File: src/hw/ecclog_pkg.sv
// Summary of operation
// - Wrong-checkword bit inverts two check bits on writes
// - Parity-error line asserted with data on qualifying errors
// - Unused register bits read as zero
// - Extended view mirrors bits 15,14,2,0, which writes in that view still update
// - Error captures A21-A18 into extended bits 8-5
// - Low byte write selects status register for one access
// - Status bit 13 suppresses read stretch on double error
// - Status bit 12 enables logging single errors too
// - Single-error logging bit self-clears on first error
// - Status bits 11-9 hold failing row number
// - Status bits 8-3 hold syndrome of failing chip
// - Double flag set on double error, cleared by single
// - Status bits 15,14,2,0 mirror control bits
// - Control word write with bit 14 selects extended view
// - After selected access, shared address reverts to control, or to extended view if bit 14 is set
// - Control bit 15 set on logged read error
// - Control bits 11-5 capture A17-A11 on logged error
package ecclog_pkg;
  localparam int DATA_W = 16;
  localparam int ERR_BIT = 15;
  localparam int RETR_BIT = 14;
  localparam int SHORT_BIT = 13;
  localparam int SINGLE_BIT = 12;
  localparam int ROW_HI = 11;
  localparam int ROW_LO = 9;
  localparam int ADR_HI = 11;
  localparam int ADR_LO = 5;
  localparam int XADR_HI = 8;
  localparam int XADR_LO = 5;
  localparam int SYN_HI = 8;
  localparam int SYN_LO = 3;
  localparam int WWC_BIT = 2;
  localparam int DBL_BIT = 1;
  localparam int IEN_BIT = 0;
  localparam int ROW_W = 3;
  localparam int SYN_W = 6;
  localparam int LADR_W = 7;
  localparam int UADR_W = 4;
  localparam int CHECK_W = 6;
  localparam logic [CHECK_W-1:0] WRONG_CHECK_MASK = 6'h03;
  localparam int STRETCH_NS = 50;
  localparam int CLK_MHZ = 200;
  localparam int STRETCH_CYC = (STRETCH_NS * CLK_MHZ + 999) / 1000;
  typedef enum logic [1:0] {ECCLOG_VIEW_CTRL, ECCLOG_VIEW_EXT, ECCLOG_VIEW_STAT} ecclog_view_t;
endpackage

File: src/hw/ecclog_err_if.sv
`timescale 1ns/10ps
interface ecclog_err_if;
  logic hit;
  logic dbl;
  logic single;
  logic [ecclog_pkg::SYN_W-1:0] syn;
  modport src(output hit, output dbl, output single, output syn);
  modport dst(input hit, input dbl, input single, input syn);
endinterface

File: src/hw/ecclog_err_qual.sv
`timescale 1ns/10ps
module ecclog_err_qual (
  input wire logic clk,
  input wire logic resetn,
  input wire logic readCycle,
  input wire logic singleErr,
  input wire logic doubleErr,
  input wire logic [ecclog_pkg::SYN_W-1:0] syndrome,
  input wire logic singleLogEn,
  ecclog_err_if.src ev
);
  // Combinational qualify; single errors pass only while logging enabled
  always_comb begin
    ev.dbl = readCycle && doubleErr;
    ev.single = readCycle && singleErr && !doubleErr && singleLogEn;
    ev.hit = ev.dbl || ev.single;
    ev.syn = syndrome;
  end
endmodule

File: src/hw/ecclog_regs.sv
`timescale 1ns/10ps
module ecclog_regs (
  input wire logic clk,
  input wire logic resetn,
  input wire logic busInit,
  input wire logic accStb,
  input wire logic accWrite,
  input wire logic accByte,
  input wire logic accHighByte,
  input wire logic accPause,
  input wire logic [ecclog_pkg::DATA_W-1:0] wrData,
  input wire logic [21:11] busAddr,
  input wire logic readCycle,
  input wire logic singleErr,
  input wire logic doubleErr,
  input wire logic [ecclog_pkg::SYN_W-1:0] syndrome,
  input wire logic [ecclog_pkg::ROW_W-1:0] rowNum,
  input wire logic dataStb,
  input wire logic memWrite,
  output logic [ecclog_pkg::DATA_W-1:0] rdData,
  output logic parityErr,
  output logic [ecclog_pkg::CHECK_W-1:0] checkFlip,
  output logic stretchRead
);
  // Countdown is eight bits wide; a longer stretch would wrap
  if (ecclog_pkg::STRETCH_CYC < 1 || ecclog_pkg::STRETCH_CYC > 255) begin : g_bad_stretch
    $error("stretch count does not fit its counter");
  end

  logic errR, retrR, wwcR, ienR, shortR, singleR, dblR;
  logic [ecclog_pkg::LADR_W-1:0] ladrR;
  logic [ecclog_pkg::UADR_W-1:0] uadrR;
  logic [ecclog_pkg::ROW_W-1:0] rowR;
  logic [ecclog_pkg::SYN_W-1:0] synR;
  ecclog_pkg::ecclog_view_t viewR;
  logic [ecclog_pkg::DATA_W-1:0] rdData_r, rdData_nxt;
  logic parityErr_r, stretch_r;
  logic [ecclog_pkg::CHECK_W-1:0] checkFlip_r;
  logic [7:0] stretchCnt;
  ecclog_pkg::ecclog_view_t rdView_r;
  ecclog_err_if ev();

  ecclog_err_qual u_qual (
    .clk(clk),
    .resetn(resetn),
    .readCycle(readCycle),
    .singleErr(singleErr),
    .doubleErr(doubleErr),
    .syndrome(syndrome),
    .singleLogEn(singleR),
    .ev(ev)
  );

  // Read-pause counts as a read even if the write strobe is set
  wire logic wrAcc = accStb && accWrite && !accPause;
  wire logic rdAcc = accStb && !wrAcc;
  wire logic ctrlWr = wrAcc && (viewR != ecclog_pkg::ECCLOG_VIEW_STAT);
  wire logic statWr = wrAcc && !accByte && (viewR == ecclog_pkg::ECCLOG_VIEW_STAT);
  wire logic selStat = ctrlWr && accByte && !accHighByte;

  function automatic logic [ecclog_pkg::DATA_W-1:0] mirror(input logic e, input logic r,
                                                          input logic w, input logic i);
    logic [ecclog_pkg::DATA_W-1:0] m;
    m = '0;
    m[ecclog_pkg::ERR_BIT] = e;
    m[ecclog_pkg::RETR_BIT] = r;
    m[ecclog_pkg::WWC_BIT] = w;
    m[ecclog_pkg::IEN_BIT] = i;
    return m;
  endfunction

  // View selection; status view lasts exactly one following access
  always_ff @(posedge clk or negedge resetn) begin
    if (!resetn) begin
      viewR <= ecclog_pkg::ECCLOG_VIEW_CTRL;
    end else if (busInit) begin
      viewR <= ecclog_pkg::ECCLOG_VIEW_CTRL;
    end else if (accStb) begin
      if (selStat) begin
        viewR <= ecclog_pkg::ECCLOG_VIEW_STAT;
      end else if (viewR == ecclog_pkg::ECCLOG_VIEW_STAT) begin
        viewR <= retrR ? ecclog_pkg::ECCLOG_VIEW_EXT : ecclog_pkg::ECCLOG_VIEW_CTRL;
      end else if (ctrlWr && !accByte) begin
        viewR <= wrData[ecclog_pkg::RETR_BIT] ? ecclog_pkg::ECCLOG_VIEW_EXT
                                              : ecclog_pkg::ECCLOG_VIEW_CTRL;
      end
    end
  end

  // Control bits; event set beats a software clear
  always_ff @(posedge clk or negedge resetn) begin
    if (!resetn) begin
      errR <= 1'b0;
      retrR <= 1'b0;
      wwcR <= 1'b0;
      ienR <= 1'b0;
      ladrR <= '0;
    end else if (busInit) begin
      errR <= 1'b0;
      retrR <= 1'b0;
      wwcR <= 1'b0;
      ienR <= 1'b0;
    end else begin
      if (ctrlWr && !accHighByte) begin
        ienR <= wrData[ecclog_pkg::IEN_BIT];
        wwcR <= wrData[ecclog_pkg::WWC_BIT];
        ladrR[2:0] <= wrData[7:ecclog_pkg::ADR_LO];
      end
      if (ctrlWr && (!accByte || accHighByte)) begin
        errR <= wrData[ecclog_pkg::ERR_BIT];
        retrR <= wrData[ecclog_pkg::RETR_BIT];
        ladrR[6:3] <= wrData[ecclog_pkg::ADR_HI:8];
      end
      if (ev.hit) begin
        errR <= 1'b1;
        ladrR <= busAddr[17:11];
      end
    end
  end

  // Upper address always captured regardless of retrieval bit
  always_ff @(posedge clk or negedge resetn) begin
    if (!resetn) begin
      uadrR <= '0;
    end else if (ev.hit) begin
      uadrR <= busAddr[21:18];
    end
  end

  // Status register fields
  always_ff @(posedge clk or negedge resetn) begin
    if (!resetn) begin
      shortR <= 1'b0;
      singleR <= 1'b0;
      dblR <= 1'b0;
      rowR <= '0;
      synR <= '0;
    end else if (busInit) begin
      shortR <= 1'b0;
      singleR <= 1'b0;
      dblR <= 1'b0;
    end else begin
      if (statWr) begin
        shortR <= wrData[ecclog_pkg::SHORT_BIT];
        singleR <= wrData[ecclog_pkg::SINGLE_BIT];
      end
      if (ev.hit || (readCycle && singleErr && singleR)) begin
        singleR <= 1'b0;
      end
      if (ev.hit) begin
        rowR <= rowNum;
        synR <= ev.syn;
      end
      if (ev.dbl) begin
        dblR <= 1'b1;
      end else if (ev.single) begin
        dblR <= 1'b0;
      end
    end
  end

  // Read mux; reserved positions stay zero
  always_comb begin
    rdData_nxt = mirror(errR, retrR, wwcR, ienR);
    case (viewR)
      ecclog_pkg::ECCLOG_VIEW_CTRL: begin
        rdData_nxt[ecclog_pkg::ADR_HI:ecclog_pkg::ADR_LO] = ladrR;
      end
      ecclog_pkg::ECCLOG_VIEW_EXT: begin
        rdData_nxt[ecclog_pkg::XADR_HI:ecclog_pkg::XADR_LO] = uadrR;
      end
      ecclog_pkg::ECCLOG_VIEW_STAT: begin
        rdData_nxt[ecclog_pkg::SHORT_BIT] = shortR;
        rdData_nxt[ecclog_pkg::SINGLE_BIT] = singleR;
        rdData_nxt[ecclog_pkg::ROW_HI:ecclog_pkg::ROW_LO] = rowR;
        rdData_nxt[ecclog_pkg::SYN_HI:ecclog_pkg::SYN_LO] = synR;
        rdData_nxt[ecclog_pkg::DBL_BIT] = dblR;
      end
      default: begin
        rdData_nxt = '0;
      end
    endcase
  end

  always_ff @(posedge clk or negedge resetn) begin
    if (!resetn) begin
      rdData_r <= '0;
    end else if (rdAcc) begin
      rdData_r <= rdData_nxt;
    end
  end

  // View of the last read, so reserved-bit checks follow the data
  always_ff @(posedge clk or negedge resetn) begin
    if (!resetn) begin
      rdView_r <= ecclog_pkg::ECCLOG_VIEW_CTRL;
    end else if (rdAcc) begin
      rdView_r <= viewR;
    end
  end

  // Parity-error flag uses pre-event error and double state
  always_ff @(posedge clk or negedge resetn) begin
    if (!resetn) begin
      parityErr_r <= 1'b0;
    end else if (dataStb) begin
      parityErr_r <= ienR && readCycle && (doubleErr
                     || (singleErr && dblR && !errR));
    end else begin
      parityErr_r <= 1'b0;
    end
  end

  always_ff @(posedge clk or negedge resetn) begin
    if (!resetn) begin
      checkFlip_r <= '0;
    end else begin
      checkFlip_r <= (memWrite && wwcR) ? ecclog_pkg::WRONG_CHECK_MASK : '0;
    end
  end

  // Stretch is a fixed window after a double error unless short cycle set
  always_ff @(posedge clk or negedge resetn) begin
    if (!resetn) begin
      stretchCnt <= '0;
      stretch_r <= 1'b0;
    end else if (ev.dbl && !shortR) begin
      stretchCnt <= 8'(ecclog_pkg::STRETCH_CYC);
      stretch_r <= 1'b1;
    end else if (stretchCnt > 8'h01) begin
      stretchCnt <= stretchCnt - 8'h01;
    end else begin
      stretchCnt <= '0;
      stretch_r <= 1'b0;
    end
  end

  assign rdData = rdData_r;
  assign parityErr = parityErr_r;
  assign checkFlip = checkFlip_r;
  assign stretchRead = stretch_r;
endmodule

File: config.mk
export PLATFORM = sky130hd
export DESIGN_NAME = ecclog_regs
export DESIGN_NICKNAME = d
export VERILOG_FILES = /design/src/hw/ecclog_pkg.sv /design/src/hw/ecclog_err_if.sv /design/src/hw/ecclog_err_qual.sv /design/src/hw/ecclog_regs.sv
export SDC_FILE = /design/constraint.sdc
export NUM_CORES = 1
export LEC_CHECK = 0
export ABC_CLOCK_PERIOD_IN_PS = 3600
export BUFFER_PORTS_ARGS = -buffer_cell sky130_fd_sc_hd__buf_2
export CORE_ASPECT_RATIO = 0.8
export CORE_UTILIZATION = 34
export DETAILED_ROUTE_END_ITERATION = 6
export SLEW_MARGIN = 5
export SYNTH_ARGS = -nofsm -noshare
export SYNTH_HDL_FRONTEND = slang
export SYNTH_HIERARCHICAL = 1
export SYNTH_SLANG_ARGS = --single-unit
File: constraint.sdc
create_clock -name clk -period 3.6 [get_ports clk]
set_input_delay 0.54 -clock clk [delete_from_list [all_inputs] [get_ports clk]]
set_output_delay 0.54 -clock clk [all_outputs]
set_load 0.01 [all_outputs]
Word-level counts from Yosys, hierarchy flattened
Index checks and enable logic that the tools add are counted.
- magnitude comparators: 1
- eq/ne operators: 4
- reductions and logical operators: 49
- multiplexer cells: 41
- $add $sub $neg: 1
- bitwise logic cells: 1
- operators with widths (operator ; number):
    1-bit two-way mux ; 25
    1-bit logical AND ; 22
    2-bit two-way mux ; 9
    8-bit two-way mux ; 2
    4-bit one-hot mux with 3 select lines ; 1
    2-bit nonzero test ; 6
    3-bit nonzero test ; 3
    8-bit by 1-bit > comparator with 1-bit output, second input constant ; 1
    2-bit AND reduction ; 4
    8-bit by 1-bit subtractor with 8-bit output, second input constant ; 1
    1-bit logical NOT ; 7
    7-bit two-way mux ; 1
    3-bit one-hot mux with 2 select lines ; 1
    1-bit logical OR ; 4
    4-bit two-way mux ; 1
    2-bit inequality test, second input constant ; 2
    4-bit nonzero test ; 1
    3-bit two-way mux ; 1
    3-bit OR reduction ; 1
    2-bit by 1-bit == test with 1-bit output, second input constant ; 1
    2-bit == test, second input constant ; 1
    2-bit logical NOT ; 1
    1-bit inverter ; 1
- bits in registers: 57
- logic and storage cells: 115
- output and inout bits: 24

Logic depth before layout (Yosys ltp)
- word-level depth: 9
- depth in mapped cells: 6

By module
The synthesis kept the hierarchy.
- by module, submodules not included (module ; cells an instance ; instances ; area each (µm²) ; seq. area each (µm²)):
    ecclog_regs ; 249 ; 1 ; 2663.8 ; 1401.3
    ecclog_err_qual ; 10 ; 1 ; 73.8 ; 0.0

Worst setup path after synthesis
No wires, ideal clock.
- kind: input-to-reg
- start: in singleErr
- end: reg rowR[0] in the netlist's numbering
- stages on the path: 5
- data required time: 3.475 ns
- path buffers: 1
- arrival: 1.606 ns
- setup slack: 1.869 ns
- cells stage by stage: a21oi_1 nor2b_1 nor2b_1 buf_2 mux2_2
- word-level cells in the longest chain between the ends: 5
- RTL lines (element ; line ; source):
    from (decl) ; ecclog_regs.sv:14 ; input wire logic singleErr,
    1-bit logical AND (3 in a row) ; ecclog_err_qual.sv:15 ; ev.single = readCycle && singleErr && !doubleErr && singleLogEn;
    1-bit logical OR ; ecclog_err_qual.sv:16 ; ev.hit = ev.dbl || ev.single;
    via ev.hit ; ecclog_err_if.sv:3 ; logic hit;
    2-bit AND reduction (no line) ; n/a ;
    to (signal assigned) ; ecclog_regs.sv:151 ; rowR <= rowNum;
    to (decl) ; ecclog_regs.sv:33 ; logic [ecclog_pkg::ROW_W-1:0] rowR;
The timed path passes the listed nets, and every way through them passes these cells.
A chain may end at the register's enable or synchronous reset.

Worst setup path after layout
- start: reg singleR
- end: reg ladrR[3] in the netlist's numbering
- word-level cells in the longest chain between the ends: 4
- RTL lines (element ; line ; source):
    from (decl) ; ecclog_regs.sv:30 ; logic errR, retrR, wwcR, ienR, shortR, singleR, dblR;
    from (signal assigned) ; ecclog_regs.sv:145 ; singleR <= wrData[ecclog_pkg::SINGLE_BIT];
    1-bit logical AND (*) ; ecclog_err_qual.sv:15 ;
    1-bit logical OR (*) ; ecclog_err_qual.sv:16 ;
    via ev.hit ; ecclog_err_if.sv:3 ;
    2-bit nonzero test (no line) ; n/a ;
    2-bit AND reduction (no line) ; n/a ;
    to (signal assigned) ; ecclog_regs.sv:116 ; ladrR <= busAddr[17:11];
    to (decl) ; ecclog_regs.sv:31 ; logic [ecclog_pkg::LADR_W-1:0] ladrR;
The timed path passes the listed nets; every way through them passes the cells marked *.

==> flow_summary.json <==
{
  "rsz0062_at_grt": "no",
  "critPathMaxFanout": 12,
  "cts_buffers": 5,
  "p_switching_mw": 0.465,
  "cts_sinks": 56,
  "synth.top_cell.area_share_pct": 51.2,
  "path_clk_slew_ns": 0.10,
  "synthTopCellsByArea": "dfrtp_1 (51%), mux2i_1 (6.6%), mux2_2 (5.8%)",
  "slew_violations": 0,
  "first_global_vias": 1870,
  "antenna_left": 0,
  "maxCapViolations": 0,
  "final-hold-violation-count": 0,
  "p_int_mw": 1.06,
  "syn_avg_cell_area_sq_um": 10.6,
  "antenna_found_initial": 0,
  "viasPerCell": 4.72,
  "remaining_drc_errors": 0,
  "slowest_stage": "dfrtp_1",
  "r2r-end": "ladrR[3]$_DFFE_PN0P_",
  "cts_resized": 0,
  "cpPeakStageDelay_ns": 0.43,
  "cp-end-kind": "flip-flop",
  "dr.pass1.iters": 4,
  "cts_tree": "built",
  "cp-start-kind": "flip-flop",
  "post_dp_cell_area_sq_um": 3110,
  "crit_cells": 7,
  "place_ws_ns": 1.52,
  "grt_pass1_wl_mm": 9.67,
  "synthDistinctLibCells": 42,
  "diodes": 0,
  "final_area_sq_um": 3200,
  "pwr-share-seq_pct": 54.3,
  "setup_ws_ns": 1.76,
  "arrival_ns": 2.02,
  "die_w_um": 102,
  "dp_hpwl_mm": 4.38,
  "start_util_pct": 36.0,
  "drtIter0Drc": 41,
  "r2r_slack_ns": 1.76,
  "cp-endpoint": "ladrR[3]$_DFFE_PN0P_",
  "p_per_area_nw_per_um2": 477,
  "syn_area_sq_um": 2740,
  "cts_setup_buffers": 0,
  "htree_num_levels": 2,
  "reg2reg_depth": 7,
  "rows": 28,
  "outcome": "finished clean",
  "die_h_um": 82.3,
  "layout.nets": 369,
  "yosysWarnings": 6,
  "cp.required_ns": 3.78,
  "place_inst": 416,
  "cts.path.max_buffers": 2,
  "grt_use_total_pct": 15.2,
  "crit_family": "compound AO/OA/AOI/OAI gates",
  "grt_overflow_total": 0,
  "synth_edf_count": 0,
  "p_sw_share_pct": 30.5,
  "grt_max_degree": 33,
  "startpoint": "singleR$_DFFE_PN0P_",
  "io_buffer_count": 65,
  "ys.flop_type": "dfrtp_1",
  "wl_mm": 5.86,
  "async_flop_share_pct": 100,
  "relSlewSlack_pct": 35.7,
  "holdBufCountCts": 0,
  "p_clk_share_pct": 23.2,
  "clk_latency_ns": 0.30,
  "area_growth_pct": 16.8,
  "fill_cells": 791,
  "final_cells": 424,
  "cts-root-buf": "clkbuf_8",
  "coreArea_sq_um": 7600,
  "finalSetupViolCount": 0,
  "gp_congestion": 0.758,
  "worst-path-buf-inv": 2,
  "synth_top_area_cell": "dfrtp_1",
  "synth_seq_cells": 56,
  "p_leak_nw": 1.49,
  "vdd.ir_drop.worst_uv": 187,
  "die-area_sq_um": 8420,
  "fin_crit_sh_pct": 51.2,
  "yosysSeqAreaShare_pct": 51.2,
  "fin_crit_ns": 1.84,
  "worst_clock_skew_ns": 0.00776,
  "max_freq_mhz": 542,
  "routedWlPerCell_um": 13.8,
  "synthCells": 259,
  "drive_above_1_share_pct": 32.0,
  "worst_slew_pin_slew_ns": 0.962,
  "vias": 2001,
  "comb_power_share_pct": 22.6,
  "worstHoldPathType": "input port to async pin",
  "path_class": "flip-flop to flip-flop",
  "r2r_start": "singleR$_DFFE_PN0P_",
  "fin_tns_setup_ns": 0,
  "path_cells": "a21oi_1 -> nor2b_1 -> buf_4 -> nor2b_1 -> buf_4 -> a41oi_2 -> o21ai_0",
  "io_pins": 73
}
==> worst reg2reg max path: stages (launching register included) <==
cell and delay, ns:
dfrtp_1 0.43, a21oi_1 0.14, nor2b_1 0.06, buf_4 0.19, nor2b_1 0.17, buf_4 0.19, a41oi_2 0.37, o21ai_0 0.17
==> sequential cells by signal, indices dropped and copies added, names as in the netlist, 2 cells and up <==
name,count
rowR,3
viewR,2
ladrR,7
synR,6
stretchCnt,8
uadrR,4
rdData,16
==> stage by stage <==
stage | power [mW] | hold slack [ns] | utilization (%)
after global routing | 1.64 | 0.331 | 42.1
after floorplan | 1.07 | 0.244 | -
final | 1.52 | 0.271 | 42.1
after detailed placement | 1.19 | 0.466 | 40.8
after global placement | 1.18 | 0.457 | 40.8
after CTS | 1.55 | 0.294 | 42.1
==> power by group through the flow <==
stage | clock network [mW] | registers (mW) | logic, mW
2_1_floorplan | 0 | 0.833 | 0.236
3_3_place_gp | 0 | 0.836 | 0.343
3_5_place_dp | 0 | 0.840 | 0.351
4_1_cts | 0.370 | 0.829 | 0.350
5_1_grt | 0.393 | 0.847 | 0.399
6_report | 0.353 | 0.827 | 0.344
==> layout by cell type, fill, tap and decap left out, types with 4 or more instances in the layout <==
| cell type | synthesis | routed |
|---|---|---|
| buf_2 | 2 | 65 |
| dfrtp_1 | 56 | 56 |
| nand2_1 | 35 | 35 |
| o21ai_0 | 21 | 21 |
| mux2i_1 | 18 | 18 |
| nor2_1 | 16 | 16 |
| mux2_2 | 14 | 14 |
| a21oi_1 | 9 | 9 |
| nand3_1 | 8 | 8 |
| inv_1 | 8 | 8 |
| nor2b_1 | 6 | 6 |
| nor3_1 | 6 | 6 |
| clkbuf_8 | 0 | 6 |
| nand2b_1 | 4 | 4 |
| o31ai_1 | 4 | 4 |
| conb_1 | 1 | 4 |
| buf_4 | 14 | 4 |
==> logic make-up (layout without fill, tap and decap cells) <==
group           count (synthesis)  count (layout)  synth area share [%]
simple gates                   90              90                  18.1
mux                            32              32                  12.3
flops                          56              56                  51.2
buf+inv                        28              85                  5.85
other cells                     1               4                 0.137
fa+ha+maj                       2               2                 0.914
compound gates                 47              47                  10.6
xor+xnor                        3               3                 0.960
==> final cells by class <==
cell class / count / area, sq um / share of cell area, %
clock buffers: 6 / 82.6 / 2.58
clock inverters: 2 / 10.0 / 0.313
inverters: 8 / 30.0 / 0.939
multi-input cells: 178 / 1190 / 37.1
flip-flops and latches: 56 / 1400 / 43.8
well taps: 105 / 131 / 4.11
repair buffers: 69 / 355 / 11.1
==> how the worst min path moves through the flow <==
| stage | from | to | cells after the start |
|---|---|---|---|
| floorplan | resetn | checkFlip[0]$_DFF_PN0_ | 0 |
| global placement | rdData[7]$_DFFE_PN0P_ | rdData[7]$_DFFE_PN0P_ | 2 |
| detailed placement | rdData[6]$_DFFE_PN0P_ | rdData[6]$_DFFE_PN0P_ | 2 |
| CTS | resetn | uadrR[3]$_DFFE_PN0P_ | 1 |
| global route | resetn | uadrR[3]$_DFFE_PN0P_ | 1 |
| finish | resetn | uadrR[3]$_DFFE_PN0P_ | 1 |
==> layer usage <==
metal | up-vias | part of all wire [%] | global-route usage [%]
met5 | - | 0 | 0
met4 | 0 | 1.6 | 4.57
met3 | 9 | 3.3 | 2.53
met2 | 43 | 46 | 23.9
met1 | 953 | 49 | 21.4
li1 | 996 | - | -
==> cells in the mapped netlist (2+ instances only) <==
library cell,instances
a21oi_1,9
a22oi_1,3
buf_2,2
buf_4,14
clkbuf_1,4
dfrtp_1,56
ha_1,2
inv_1,8
mux2_2,14
mux2i_1,18
nand2_1,35
nand2b_1,4
nand3_1,8
nor2_1,16
nor2b_1,6
nor3_1,6
nor3_4,2
o21ai_0,21
o311ai_0,3
o31ai_1,4
xnor2_1,3
Power figures use the tool's default switching activity.
